### src/logic/sensor_link_consts.svh
// Constants of the sensor host-link block: offsets, fields, resets, timing.
// Assumes inclusion from the package and from the design modules.
`ifndef SENSOR_LINK_CONSTS_SVH
`define SENSOR_LINK_CONSTS_SVH

// ==========================================================================
// Bus address and physical byte registers
`define I2C_DEV_ADDR 7'h49
`define PHYS_FLAGS 8'h00
`define PHYS_INBOUND 8'h01
`define PHYS_OUTBOUND 8'h02
`define FLAG_INB_PEND 1
`define FLAG_OUTB_AVAIL 0

// ==========================================================================
// Virtual register map
`define VREG_WR_MARK 7
`define VREG_HW_VER_H 7'h00
`define VREG_HW_VER_L 7'h01
`define VREG_FW_VER_H 7'h02
`define VREG_FW_VER_L 7'h03
`define VREG_CONFIG 7'h04
`define VREG_INT_TIME 7'h05
`define VREG_TEMP 7'h06
`define VREG_LED_CFG 7'h07
`define VREG_RAW_BASE 7'h08
`define VREG_RAW_LAST 7'h13
`define VREG_CAL_BASE 7'h14
`define VREG_CAL_LAST 7'h2B

// ==========================================================================
// Field positions and reset values
`define CFG_INT_EN 6
`define CFG_DATA_RDY 1
`define BANK_TWO_PASS 2'h2
`define INT_TIME_RST 8'h20
`define CUR_SEL_RST 2'h0

// ==========================================================================
// Timing: one integration-time step, and the clock rate
`define IT_STEP_US 2800
`define SYS_CLK_KHZ 10000

`endif

### src/logic/sensor_link_pkg.sv
// Types shared by the sensor host-link modules.
// Assumes the constants header sits beside it.
`include "sensor_link_consts.svh"

package sensor_link_pkg;

  // ========================================================================
  // Sensor data carriers
  typedef struct packed {
    logic sign;
    logic [7:0] expo;
    logic [22:0] frac;
  } float32_type;

  typedef logic [5:0][15:0] raw_set_type;
  typedef float32_type [5:0] cal_set_type;

  // ========================================================================
  // Physical register access from the bus engine
  typedef struct packed {
    logic wr;
    logic rd;
    logic [7:0] ptr;
    logic [7:0] wdata;
  } reg_access_type;

  typedef enum logic [4:0] {
    LS_IDLE = 5'b00001,
    LS_RX = 5'b00010,
    LS_ACK = 5'b00100,
    LS_TX = 5'b01000,
    LS_RACK = 5'b10000
  } link_state_type;

  typedef struct packed {
    link_state_type st;
    logic [3:0] bits;
    logic [7:0] shreg;
    logic rnw;
    logic [1:0] phase;
    logic [7:0] ptr;
    logic sda_drv;
    logic scl_prev;
    logic sda_prev;
    reg_access_type acc;
  } link_regs_type;

  typedef enum logic [1:0] {
    VS_ADDR = 2'b01,
    VS_DATA = 2'b10
  } vstate_type;

  typedef struct packed {
    logic [7:0] inb;
    logic inb_pend;
    logic [7:0] outb;
    logic outb_avail;
    vstate_type vst;
    logic [6:0] vaddr;
    logic int_en;
    logic [1:0] gain;
    logic [1:0] bank;
    logic data_rdy;
    logic [7:0] int_time;
    logic [1:0] sink_sel;
    logic sink_en;
    logic [1:0] ind_sel;
    logic ind_en;
    logic int_n;
    logic [15:0] step;
    logic [7:0] units;
    logic second_pass;
    raw_set_type raw;
    cal_set_type cal;
    logic [31:0] shadow;
  } core_regs_type;

endpackage : sensor_link_pkg

### src/logic/i2c_byte_slave.sv
// Byte-wide serial slave: device address, register pointer, data bytes.
// Assumes scl and sda already synchronised to sys_clk.
`timescale 1ns/10ps
`default_nettype none
`include "sensor_link_consts.svh"

module i2c_byte_slave
  import sensor_link_pkg::*;
(
  input wire logic sys_clk,
  input wire logic rst,
  input wire logic enable,
  input wire logic scl,
  input wire logic sda,
  input wire logic [7:0] rdata,
  output logic sda_drive,
  output reg_access_type acc
);

  localparam link_regs_type RESET_STATE = '{st: LS_IDLE, bits: 4'h0,
    shreg: 8'h00, rnw: 1'b0, phase: 2'h0, ptr: 8'h00, sda_drv: 1'b0,
    scl_prev: 1'b1, sda_prev: 1'b1, acc: '0};

  link_regs_type q;
  link_regs_type n;
  logic rise;
  logic fall;
  logic start;
  logic stop;

  // ========================================================================
  // Bus engine
  always_comb begin
    n = q;
    n.acc.wr = 1'b0;
    n.acc.rd = 1'b0;
    n.scl_prev = scl;
    n.sda_prev = sda;
    rise = scl & ~q.scl_prev;
    fall = ~scl & q.scl_prev;
    start = scl & q.scl_prev & q.sda_prev & ~sda;
    stop = scl & q.scl_prev & ~q.sda_prev & sda;
    if (!enable || stop) begin
      n.st = LS_IDLE;
      n.sda_drv = 1'b0;
    end else if (start) begin
      n.st = LS_RX;
      n.bits = 4'h0;
      n.phase = 2'h0;
      n.sda_drv = 1'b0;
    end else begin
      unique case (q.st)
        LS_IDLE: begin
        end
        LS_RX: begin
          if (rise) begin
            n.shreg = {q.shreg[6:0], sda};
            n.bits = q.bits + 4'h1;
          end else if (fall && q.bits == 4'h8) begin
            if (q.phase == 2'h0) begin
              // Own address only; direction bit in the lowest place
              if (q.shreg[7:1] == `I2C_DEV_ADDR) begin
                n.rnw = q.shreg[0];
                n.sda_drv = 1'b1;
                n.st = LS_ACK;
              end else begin
                n.st = LS_IDLE;
              end
            end else begin
              n.sda_drv = 1'b1;
              n.st = LS_ACK;
              if (q.phase == 2'h1) begin
                n.ptr = q.shreg;
                // Read view must follow the pointer before the first read
                n.acc.ptr = q.shreg;
              end else begin
                n.acc.wr = 1'b1;
                n.acc.ptr = q.ptr;
                n.acc.wdata = q.shreg;
              end
            end
          end
        end
        LS_ACK: begin
          if (fall) begin
            n.bits = 4'h0;
            n.phase = (q.phase == 2'h2) ? 2'h2 : q.phase + 2'h1;
            if (q.rnw) begin
              // Byte is fetched at the moment its first bit goes out
              n.shreg = rdata;
              n.acc.rd = 1'b1;
              n.acc.ptr = q.ptr;
              n.sda_drv = ~rdata[7];
              n.bits = 4'h1;
              n.st = LS_TX;
            end else begin
              n.sda_drv = 1'b0;
              n.st = LS_RX;
            end
          end
        end
        LS_TX: begin
          if (fall) begin
            if (q.bits == 4'h8) begin
              n.sda_drv = 1'b0;
              n.st = LS_RACK;
            end else begin
              n.shreg = {q.shreg[6:0], 1'b0};
              n.sda_drv = ~q.shreg[6];
              n.bits = q.bits + 4'h1;
            end
          end
        end
        LS_RACK: begin
          if (rise) begin
            n.st = sda ? LS_IDLE : LS_ACK;
          end
        end
      endcase
    end
  end

  always_ff @(posedge sys_clk) begin
    if (rst) begin
      q <= RESET_STATE;
    end else begin
      q <= n;
    end
  end

  assign sda_drive = q.sda_drv;
  assign acc = q.acc;

endmodule : i2c_byte_slave

`default_nettype wire

### src/logic/pin_sync2.sv
// Two-stage synchroniser for pins from outside the clock domain.
// Assumes a synchronous active-high reset; RESET_VAL is the idle pin level.
`timescale 1ns/10ps
`default_nettype none

module pin_sync2 #(
  parameter int WIDTH = 1,
  parameter logic [WIDTH-1:0] RESET_VAL = '0
) (
  input wire logic sys_clk,
  input wire logic rst,
  input wire logic [WIDTH-1:0] pin_in,
  output logic [WIDTH-1:0] pin_out
);

  // ========================================================================
  // State
  typedef struct packed {
    logic [WIDTH-1:0] meta;
    logic [WIDTH-1:0] stable;
  } sync_regs_type;

  sync_regs_type q;
  sync_regs_type d;

  // Only the second stage is visible to any logic
  always_comb begin
    d.meta = pin_in;
    d.stable = q.meta;
  end

  always_ff @(posedge sys_clk) begin
    if (rst) begin
      q <= {RESET_VAL, RESET_VAL};
    end else begin
      q <= d;
    end
  end

  assign pin_out = q.stable;

endmodule : pin_sync2

`default_nettype wire

### src/logic/sensor_host_link.sv
// Host link of the master sensor: three physical byte registers on the
// serial slave, virtual register engine, integration timer, data-ready
// interrupt and shutter current sink control.
// Assumes sensor data arrive on sys_clk from the conversion logic.
//
// Contract
// - Shutter sink: four currents, switchable on/off
// - Ready after one period; two in modes 2 and 3
// - Ready with interrupts on: line low, flag set
// - Reading channel data releases the interrupt line
// - Later bytes of a value held from first
// - Conversion continues; unread data replaced each cycle
// - Text-command mode: any data read releases line
// - Interrupt operation only in the master sensor
// - Slave active only when select pin chooses it
// - Answers to seven-bit address 49 hex
// - Direction bit one reads, zero writes
// - Flags bit 1 shows inbound byte pending
// - Flags bit 0 shows outbound byte available
// - Inbound byte carries addresses and write data
// - Outbound byte holds data for the master
// - Only three physical registers; rest emulated
// - Address top bit set announces a write
// - Four-byte values are single-precision floats
// - Multi-byte values big-endian, MSB lowest address
`timescale 1ns/10ps
`default_nettype none
`include "sensor_link_consts.svh"

module sensor_host_link
  import sensor_link_pkg::*;
#(
  parameter int IT_STEP_CYCLES = `IT_STEP_US * `SYS_CLK_KHZ / 1000,
  parameter bit IS_MASTER = 1'b1,
  parameter logic [15:0] HW_VERSION = 16'h0001, // Arbitrary value
  parameter logic [15:0] FW_VERSION = 16'h0001 // Arbitrary value
) (
  input wire logic sys_clk,
  input wire logic rst,
  input wire logic host_port_select_pin,
  input wire logic scl_in,
  input wire logic sda_in,
  output logic sda_out,
  output logic sda_oe,
  input wire logic text_cmd_mode,
  input wire logic text_cmd_data_read,
  input wire raw_set_type raw_in,
  input wire cal_set_type cal_in,
  input wire logic [7:0] temperature_in,
  output logic int_n,
  output logic shutter_current_sink_en,
  output logic [1:0] shutter_current_sel,
  output logic indicator_en,
  output logic [1:0] indicator_sel,
  output logic [1:0] bank_mode,
  output logic [1:0] gain_sel,
  output logic data_ready_pulse
);

  // ========================================================================
  // Pin synchronisers and bus engine
  logic [2:0] pins_sync;
  logic scl_s;
  logic sda_s;
  logic sel_s;
  logic [7:0] phys_rdata;
  logic sda_drive;
  reg_access_type acc;

  pin_sync2 #(
    .WIDTH(3),
    .RESET_VAL(3'h7)
  ) u_sync (
    .sys_clk(sys_clk),
    .rst(rst),
    .pin_in({host_port_select_pin, scl_in, sda_in}),
    .pin_out(pins_sync)
  );

  assign sel_s = pins_sync[2];
  assign scl_s = pins_sync[1];
  assign sda_s = pins_sync[0];

  // Ignores the bus entirely when the pin selects the text port
  i2c_byte_slave u_slave (
    .sys_clk(sys_clk),
    .rst(rst),
    .enable(sel_s),
    .scl(scl_s),
    .sda(sda_s),
    .rdata(phys_rdata),
    .sda_drive(sda_drive),
    .acc(acc)
  );

  // Open drain: only ever pulls low
  assign sda_out = 1'b0;
  assign sda_oe = sda_drive;

  // ========================================================================
  // Address decoding helpers
  function automatic logic is_raw(input logic [6:0] a);
    return a >= `VREG_RAW_BASE && a <= `VREG_RAW_LAST;
  endfunction : is_raw

  function automatic logic is_cal(input logic [6:0] a);
    return a >= `VREG_CAL_BASE && a <= `VREG_CAL_LAST;
  endfunction : is_cal

  function automatic logic is_sensor(input logic [6:0] a);
    return is_raw(a) || is_cal(a);
  endfunction : is_sensor

  // Big-endian pick of byte k from a 32-bit word
  function automatic logic [7:0] be_byte(input logic [31:0] w,
                                         input logic [1:0] k);
    return w[8'(31 - 8 * k) -: 8];
  endfunction : be_byte

  // ========================================================================
  // State
  localparam core_regs_type RESET_STATE = '{inb: 8'h00, inb_pend: 1'b0,
    outb: 8'h00, outb_avail: 1'b0, vst: VS_ADDR, vaddr: 7'h00,
    int_en: 1'b0, gain: 2'h0, bank: 2'h0, data_rdy: 1'b0,
    int_time: `INT_TIME_RST, sink_sel: `CUR_SEL_RST, sink_en: 1'b0,
    ind_sel: `CUR_SEL_RST, ind_en: 1'b0, int_n: 1'b1, step: 16'h0000,
    units: 8'h00, second_pass: 1'b0, raw: '0, cal: '0, shadow: 32'h0};

  core_regs_type q;
  core_regs_type n;
  logic [6:0] va;
  logic [6:0] roff;
  logic [6:0] coff;
  logic [31:0] word;
  logic [7:0] vbyte;
  logic [7:0] unit_last;
  logic period_end;
  logic ready;
  logic release_int;

  // Physical register read view: flags, inbound reads as zero, outbound
  always_comb begin
    unique case (acc.ptr)
      `PHYS_FLAGS: phys_rdata = {6'h00, q.inb_pend, q.outb_avail};
      `PHYS_OUTBOUND: phys_rdata = q.outb;
      default: phys_rdata = 8'h00;
    endcase
  end

  // ========================================================================
  // Next-state logic
  always_comb begin
    n = q;
    va = q.inb[6:0];
    roff = va - `VREG_RAW_BASE;
    coff = va - `VREG_CAL_BASE;
    word = 32'h0;
    vbyte = 8'h00;
    release_int = 1'b0;

    // Integration timer keeps running whatever the host does
    unit_last = (q.int_time == 8'h00) ? 8'h00 : q.int_time - 8'h01;
    period_end = (q.step == 16'(IT_STEP_CYCLES - 1)) && (q.units == unit_last);
    ready = period_end && (q.bank < `BANK_TWO_PASS || q.second_pass);
    if (q.step == 16'(IT_STEP_CYCLES - 1)) begin
      n.step = 16'h0000;
      n.units = (q.units == unit_last) ? 8'h00 : q.units + 8'h01;
    end else begin
      n.step = q.step + 16'h0001;
    end
    if (period_end) begin
      n.second_pass = (q.bank >= `BANK_TWO_PASS) && !q.second_pass;
    end

    // Host read clear first, so a same-cycle fresh byte wins
    if (acc.rd && acc.ptr == `PHYS_OUTBOUND) begin
      n.outb_avail = 1'b0;
    end

    // Virtual register engine consumes one inbound byte
    if (q.inb_pend) begin
      n.inb_pend = 1'b0;
      if (q.vst == VS_DATA) begin
        n.vst = VS_ADDR;
        unique case (q.vaddr)
          `VREG_CONFIG: begin
            n.int_en = q.inb[`CFG_INT_EN];
            n.gain = q.inb[5:4];
            n.bank = q.inb[3:2];
            if (!q.inb[`CFG_DATA_RDY]) begin
              n.data_rdy = 1'b0;
            end
          end
          `VREG_INT_TIME: n.int_time = q.inb;
          `VREG_LED_CFG: begin
            n.sink_sel = q.inb[5:4];
            n.sink_en = q.inb[3];
            n.ind_sel = q.inb[2:1];
            n.ind_en = q.inb[0];
          end
          default: begin
          end
        endcase
      end else if (q.inb[`VREG_WR_MARK]) begin
        n.vaddr = va;
        n.vst = VS_DATA;
      end else begin
        // First byte of a value captures the whole value in the shadow
        if (is_raw(va)) begin
          word = {16'h0000, q.raw[roff[3:1]]};
          if (!roff[0]) begin
            n.shadow = word;
            vbyte = be_byte(word, 2'h2);
          end else begin
            vbyte = be_byte(q.shadow, 2'h3);
          end
        end else if (is_cal(va)) begin
          word = q.cal[coff[4:2]];
          if (coff[1:0] == 2'h0) begin
            n.shadow = word;
            vbyte = be_byte(word, 2'h0);
          end else begin
            vbyte = be_byte(q.shadow, coff[1:0]);
          end
        end else begin
          unique case (va)
            `VREG_HW_VER_H: vbyte = HW_VERSION[15:8];
            `VREG_HW_VER_L: vbyte = HW_VERSION[7:0];
            `VREG_FW_VER_H: vbyte = FW_VERSION[15:8];
            `VREG_FW_VER_L: vbyte = FW_VERSION[7:0];
            `VREG_CONFIG: vbyte = {1'b0, q.int_en, q.gain, q.bank,
                                   q.data_rdy, 1'b0};
            `VREG_INT_TIME: vbyte = q.int_time;
            `VREG_TEMP: vbyte = temperature_in;
            `VREG_LED_CFG: vbyte = {2'h0, q.sink_sel, q.sink_en,
                                    q.ind_sel, q.ind_en};
            default: vbyte = 8'h00;
          endcase
        end
        n.outb = vbyte;
        n.outb_avail = 1'b1;
        if (is_sensor(va)) begin
          release_int = 1'b1;
          n.data_rdy = 1'b0;
        end
      end
    end

    // Host side of the physical registers
    // A byte written while pending is dropped, the master was told to wait
    if (acc.wr && acc.ptr == `PHYS_INBOUND && !q.inb_pend) begin
      n.inb = acc.wdata;
      n.inb_pend = 1'b1;
    end

    // Interrupt line: release first so a same-cycle ready wins
    if (text_cmd_mode && text_cmd_data_read) begin
      release_int = 1'b1;
    end
    if (release_int || !q.int_en) begin
      n.int_n = 1'b1;
    end
    if (ready) begin
      n.raw = raw_in;
      n.cal = cal_in;
      n.data_rdy = 1'b1;
      if (q.int_en && IS_MASTER) begin
        n.int_n = 1'b0;
      end
    end
  end

  always_ff @(posedge sys_clk) begin
    if (rst) begin
      q <= RESET_STATE;
    end else begin
      q <= n;
    end
  end

  // ========================================================================
  // Outputs
  assign int_n = q.int_n;
  assign shutter_current_sink_en = q.sink_en;
  assign shutter_current_sel = q.sink_sel;
  assign indicator_en = q.ind_en;
  assign indicator_sel = q.ind_sel;
  assign bank_mode = q.bank;
  assign gain_sel = q.gain;
  assign data_ready_pulse = ready;

endmodule : sensor_host_link

`default_nettype wire

### config.mk
export PLATFORM = sky130hd
export DESIGN_NAME = sensor_host_link
export DESIGN_NICKNAME = d
export VERILOG_FILES = /design/src/logic/sensor_link_pkg.sv /design/src/logic/i2c_byte_slave.sv /design/src/logic/pin_sync2.sv /design/src/logic/sensor_host_link.sv
export VERILOG_INCLUDE_DIRS = /design/src /design/src/logic
export SDC_FILE = /design/constraint.sdc
export NUM_CORES = 1
export LEC_CHECK = 0
export BUFFER_PORTS_ARGS = -buffer_cell sky130_fd_sc_hd__buf_2
export CAP_MARGIN = 20
export CORE_ASPECT_RATIO = 1.75
export CORE_MARGIN = 2
export CORE_UTILIZATION = 50
export DETAILED_ROUTE_END_ITERATION = 12
export PLACE_DENSITY_LB_ADDON = 0.1
export SLEW_MARGIN = 30
export SYNTH_ARGS = -nofsm -noshare
export SYNTH_HDL_FRONTEND = slang
export SYNTH_SLANG_ARGS = --single-unit
### constraint.sdc
create_clock -name sys_clk -period 10.3 [get_ports sys_clk]
set_input_delay 2.06 -clock sys_clk [delete_from_list [all_inputs] [get_ports sys_clk]]
set_output_delay 2.06 -clock sys_clk [all_outputs]
set_load 0.03 [all_outputs]
==> results.sh, run 1 <==
export IMPL_clk_pin_slew_ps=60
export IMPL_io_buffers=315
export IMPL_critPathMaxFanout=11
export IMPL_hold_violations=0
export IMPL_viasPerCell=5.48
export IMPL_row_count=103
export IMPL_wl_per_cell_um=19.8
export IMPL_fin_skew_ps=13.4
export IMPL_synth_cell_types=74
export IMPL_drive_above_1_share=0.199
export IMPL_firstDrtPassIters=5
export IMPL_synth_top_area_cell="dfxtp_1"
export IMPL_ys_seq_elements=440
export IMPL_synthTopCellsByCount="nand2b_1, dfxtp_1, mux2i_1, clkbuf_1, nor2_1"
export IMPL_syn_area_sq_mm=0.0227
export IMPL_antenna_found_initial=15
export IMPL_dr_wl_met3_um=2610
export IMPL_slew_limit_headroom=0.356
export IMPL_fin_hold_ws_ps=422
export IMPL_leakage_nw=9.03
export IMPL_hold_path_class="reg2reg"
export IMPL_fin_crit_sh=0.593
export IMPL_syn_num_nets=2695
export IMPL_grt_pass1_vias=17200
export IMPL_fin_util=0.572
export IMPL_ant_nets=0
export IMPL_status="finished clean"
export IMPL_cp_end_kind="primary output"
export IMPL_ir_worst_vdd_mv=0.132
export IMPL_rsz0062_at_grt="false"
export IMPL_fin_tns_setup_ps=0
export IMPL_cts_buffer_depth=3
export IMPL_fmaxAchievable_mhz=164
export IMPL_htreeDepth=2
export IMPL_track_usage=0.261
export IMPL_top_layer_used="met5"
export IMPL_num_vias=17400
export IMPL_cts_sink_count=440
export IMPL_tightest_slew_ps=966
export IMPL_gp_congestion=0.842
export IMPL_hold_buffers=0
export IMPL_grt_pass1_wl_um=96300
export IMPL_slew_violations=0
export IMPL_yosysWarnings=0
export IMPL_post_cts_setup_buffers=0
export IMPL_dp_hpwl_um=44400
export IMPL_cts_resized=0
export IMPL_cts_root_buf="clkbuf_16"
export IMPL_drt_met1_wl_um=24300
export IMPL_startpoint_type="flip-flop"
export IMPL_wl_met2_um=33600
export IMPL_drt_initial_drc_count=1101
export IMPL_die_y_um=286
export IMPL_maxCapViolations=0
export IMPL_grt_ovfl_total=0
export IMPL_worst_setup_path_type="reg2out"
export IMPL_wirelength_um=62800
export IMPL_grt_max_degree=376
export IMPL_p_per_area_mw_per_mm2=135
export IMPL_io_pins=317
export IMPL_drc=0
export IMPL_yosys_area_top_type_share=0.388
export IMPL_layout_nets=2873
export IMPL_ys_async_sr_fraction=0
export IMPL_synth_edf_count=0
export IMPL_syn2layout_area_growth_pct=13.3
export IMPL_clk_latency_ps=550
export IMPL_setup_violations=0
export IMPL_core_sq_mm=0.0450
export IMPL_synth_most_common_cell="nand2b_1"
export IMPL_cts_tree="built"
export IMPL_initial_utilization=0.505
export IMPL_synth_area_leaders="dfxtp_1, nand2b_1, mux2i_1"
export IMPL_die_w_um=165
export IMPL_crit_arrival_ps=4040
export IMPL_ys_flop_type="dfxtp_1"
export IMPL_syn_area_per_cell_sq_um=9.54
export IMPL_cts_buffers=43
export IMPL_crit_required_ps=8240
export IMPL_syn_inst=2381
export IMPL_yosysSeqAreaShare=0.388
export IMPL_dieArea_sq_mm=0.0472
export IMPL_fin_crit_ps=6100
cell usage in the layout, fill, tap and decap left out, types with 13 or more instances in the layout:
cell / n
clkbuf_16: 45
a221oi_1: 32
nand3_1: 19
a211oi_1: 16
dfxtp_1: 437
or2_2: 13
mux2i_1: 362
o21ai_0: 22
buf_2: 314
a21oi_1: 74
mux2_2: 48
nor3_1: 28
buf_4: 15
nand2_1: 80
nand2b_1: 590
nor2b_1: 16
o211ai_1: 15
mux4_2: 45
or3_1: 15
inv_1: 21
nor2_1: 136
stage by stage:
stage                     area, sq um  setup slack (ps)  total power (W)  cells
final                           25700              4200          0.00348   3172
after global routing            25700              3950          0.00360   3170
after CTS                       25700              4170          0.00351   3164
after detailed placement        24300              4770          0.00194   3090
after global placement          24300              4860          0.00193   3090
after floorplan                 22700              4980          0.00185   2381
cell type report:
cell class | count | area [sq um]
inverter | 21 | 78.8
clock buffer | 65 | 1280
tap | 577 | 722
sequential | 440 | 8810
fill | 4149 | 19200
antenna | 7 | 17.5
timing repair buffer | 335 | 1790
clock inverter | 9 | 103
multi-input combinational | 1718 | 12900
final timing paths:
| kind | start | endpoint | slack [ps] | cells after the start |
|---|---|---|---|---|
| hold reg to reg | u_sync.d[2] | u_sync.pin_out[2] | 420 | 1 |
| hold / removal | u_sync.d[2] | u_sync.pin_out[2] | 420 | 1 |
| setup / recovery | q[352] | data_ready_pulse | 4200 | 9 |
| setup reg to reg | q[352] | q[265] | 5400 | 10 |
worst max-delay path, cell delays in order (launching register included):
cell,delay [ps]
dfxtp_1,390
inv_1,120
ha_1,360
or4b_1,590
nor4b_2,330
nor3_1,70
nand4b_1,530
nor3_1,620
nor3b_1,240
buf_2,240
power breakdown:
group          switching (W)  internal (W)
combinational      0.0000873     0.0000984
clock               0.000677      0.000907
sequential        0.00000516       0.00171
metal layers:
metal	up-vias	GRT usage
met3	117	0.0373
li1	8572	-
met5	-	0
met4	18	0.0898
met2	405	0.487
met1	8273	0.298
sequential cells by signal, summed over array words and instances (netlist names):
register                 cells
bank_mode                    2
gain_sel                     2
indicator_en                 1
indicator_sel                2
int_n                        1
q                          374
shutter_current_sel          2
shutter_current_sink_en      1
u_slave.acc                 18
u_slave.q                   30
u_slave.sda_drive            1
u_sync.d                     3
u_sync.pin_out               3
logic make-up (layout without fill, tap and decap cells):
group                      Yosys count  in the layout  synth area share
AOI/OAI and AO/OA                  261            261            0.0802
xor gates and xnor gates            20             20           0.00771
adders and majority gates           11             11           0.00606
buffers and inverters              223            430            0.0452
DFF                                440            440             0.388
muxes                              455            455             0.228
other                                1              8          0.000165
and+or+nand+nor                    970            970             0.245
Power figures use the tool's default switching activity.
==> run 2: changes to the inputs <==
==> constraint.sdc (replaced) <==
create_clock -name sys_clk -period 5.8 [get_ports sys_clk]
set_input_delay 1.16 -clock sys_clk [delete_from_list [all_inputs] [get_ports sys_clk]]
set_output_delay 1.16 -clock sys_clk [all_outputs]
set_load 0.03 [all_outputs]
==> run 2 against run 1 <==
  * Wire length is 0.90% higher
  * Flip-flop and latch count did not move
  * Non-clock buffer count increased by 1
  * Sequential power grew 78%
  * Hold slack worse by 0.77 ps
  * Total power rose by 83%
  * Via count increased by 0.16%
  * Sequential share of layout area decreased by 0.23 points
  * Register-to-register slack worse by 3800 ps
  * Count of clock-buffer cells in the layout is the same
  * Largest power group unchanged
==> results.sh, run 2 (same netlist as run 1, synthesis figures left out) <==
export IMPL_gp_congestion=0.854
export IMPL_final_area_sq_mm=0.0259
export IMPL_initial_utilization=0.505
export IMPL_ir_worst_vdd_mv=0.260
export IMPL_core_sq_mm=0.0450
export IMPL_cts_buffer_depth=3
export IMPL_switching_share=0.220
export IMPL_layout_cells_most_common="nand2b_1"
export IMPL_cts_resized=0
export IMPL_regMostFlops="q"
export IMPL_drc=0
export IMPL_fin_crit_sh=0.873
export IMPL_track_usage=0.265
export IMPL_hold_buffers=0
export IMPL_r2r_end="q[126]"
export IMPL_fin_skew_ps=19.4
export IMPL_critPathMaxFanout=11
export IMPL_status="finished clean"
export IMPL_critPathSlowestCell="or4b_1"
export IMPL_cts_root_buf="clkbuf_16"
export IMPL_fin_tns_setup_ps=0
export IMPL_io_pins=317
export IMPL_crit_required_ps=4640
export IMPL_power_frac_clock=0.472
export IMPL_tightest_slew_ps=954
export IMPL_grt_ovfl_total=0
export IMPL_crit_path_max_incr_delay_ps=580
export IMPL_firstDrtPassIters=5
export IMPL_reg2reg_depth=10
export IMPL_antenna_found_initial=10
export IMPL_die_w_um=165
export IMPL_maxCapViolations=0
export IMPL_grt_max_degree=249
export IMPL_syn2layout_area_growth_pct=14.1
export IMPL_cts_buffers=44
export IMPL_worst_setup_path_type="reg2out"
export IMPL_clk_pin_slew_ps=70
export IMPL_drt_initial_drc_count=1122
export IMPL_layout_nets=2875
export IMPL_dieArea_sq_mm=0.0472
export IMPL_row_count=103
export IMPL_cp_end_kind="primary output"
export IMPL_htreeDepth=2
export IMPL_setup_worst_path_start="q[352]"
export IMPL_cp_common_cell="nor3_1"
export IMPL_fin_ws_ps=736
export IMPL_crit_end="data_ready_pulse"
export IMPL_post_cts_setup_buffers=0
export IMPL_num_vias=17400
export IMPL_cts_sink_count=440
export IMPL_clk_latency_ps=560
export IMPL_combPwrFrac=0.051
export IMPL_die_y_um=286
export IMPL_io_buffers=315
export IMPL_hold_violations=0
export IMPL_finalNonFillerCells=3177
export IMPL_dp_slack_ps=1370
export IMPL_grt_pass1_wl_um=97500
export IMPL_p_sw_w=0.00140
export IMPL_dp_hpwl_um=45500
export IMPL_r2r_start="q[352]"
export IMPL_seqPwrFrac=0.477
export IMPL_slew_limit_headroom=0.364
export IMPL_startpoint_type="flip-flop"
export IMPL_viasPerCell=5.48
export IMPL_path_cells="inv_1, ha_1, or4b_1, nor4b_2, nor3_1, nand4b_1, nor3_1, nor3b_1, buf_2"
export IMPL_fmaxAchievable_mhz=197
export IMPL_wl_per_cell_um=19.9
export IMPL_cts_tree="built"
export IMPL_ant_nets=0
export IMPL_drive_above_1_share=0.204
export IMPL_leakage_nw=9.12
export IMPL_crit_arrival_ps=3900
export IMPL_hold_path_class="reg2reg"
export IMPL_internal_power_w=0.00497
export IMPL_p_per_area_mw_per_mm2=246
export IMPL_r2r_slack_ps=1640
export IMPL_mostFrequentLayoutCells="nand2b_1, dfxtp_1, mux2i_1"
export IMPL_dp_cells=3092
export IMPL_placed_area_sq_mm=0.0244
export IMPL_largest_reg_flops=374
export IMPL_grt_pass1_vias=17700
export IMPL_fin_crit_ps=5060
export IMPL_slew_violations=0
export IMPL_hp_start="u_sync.d[1]"
export IMPL_fin_hold_ws_ps=421
export IMPL_rsz0062_at_grt="false"
export IMPL_wirelength_um=63400
export IMPL_setup_violations=0
[run 2: final cells by class]
cell class / count / area [sq um]
diodes: 6 / 15.0
clock buffers: 65 / 1360
clock inverters: 14 / 169
fillers: 4059 / 19100
inverters: 21 / 78.8
multi-input cells: 1718 / 12900
flip-flops and latches: 440 / 8810
well taps: 577 / 722
repair buffers: 336 / 1810
[run 2: worst min path at each step]
stage          cells after the start                 to
2_1_floorplan                      1  u_sync.pin_out[0]
3_3_place_gp                       1  u_sync.pin_out[2]
3_5_place_dp                       1  u_sync.pin_out[1]
4_1_cts                            1  u_sync.pin_out[1]
5_1_grt                            1  u_sync.pin_out[0]
6_report                           1  u_sync.pin_out[1]
[run 2: layer usage]
| metal | vias up | part of all wire | track usage |
|---|---|---|---|
| li1 | 8589 | - | - |
| met1 | 8309 | 0.38 | 0.299 |
| met2 | 390 | 0.53 | 0.489 |
| met3 | 114 | 0.042 | 0.0389 |
| met4 | 10 | 0.045 | 0.112 |
| met5 | - | 0.00098 | 0 |
[run 2: through the flow]
stage | util | power (W)
finish | 0.576 | 0.00637
global route | 0.576 | 0.00659
CTS | 0.576 | 0.00643
detailed placement | 0.542 | 0.00343
global placement | 0.542 | 0.00343
floorplan | - | 0.00328
[run 2: worst max-delay path: cells and delay by family, from the launching register on]
family        cells  cell delay, ps
buf+inv           2             360
fa+ha+maj         1             340
flops             1             400
simple gates      6            2230
[run 2: power by group through the flow]
stage               logic [W]  registers [W]  clock network (W)
floorplan            0.000181        0.00310                  0
detailed placement   0.000328        0.00311                  0
global route         0.000358        0.00304            0.00320
finish               0.000325        0.00304            0.00300
CTS                  0.000328        0.00304            0.00306
global placement     0.000326        0.00311                  0
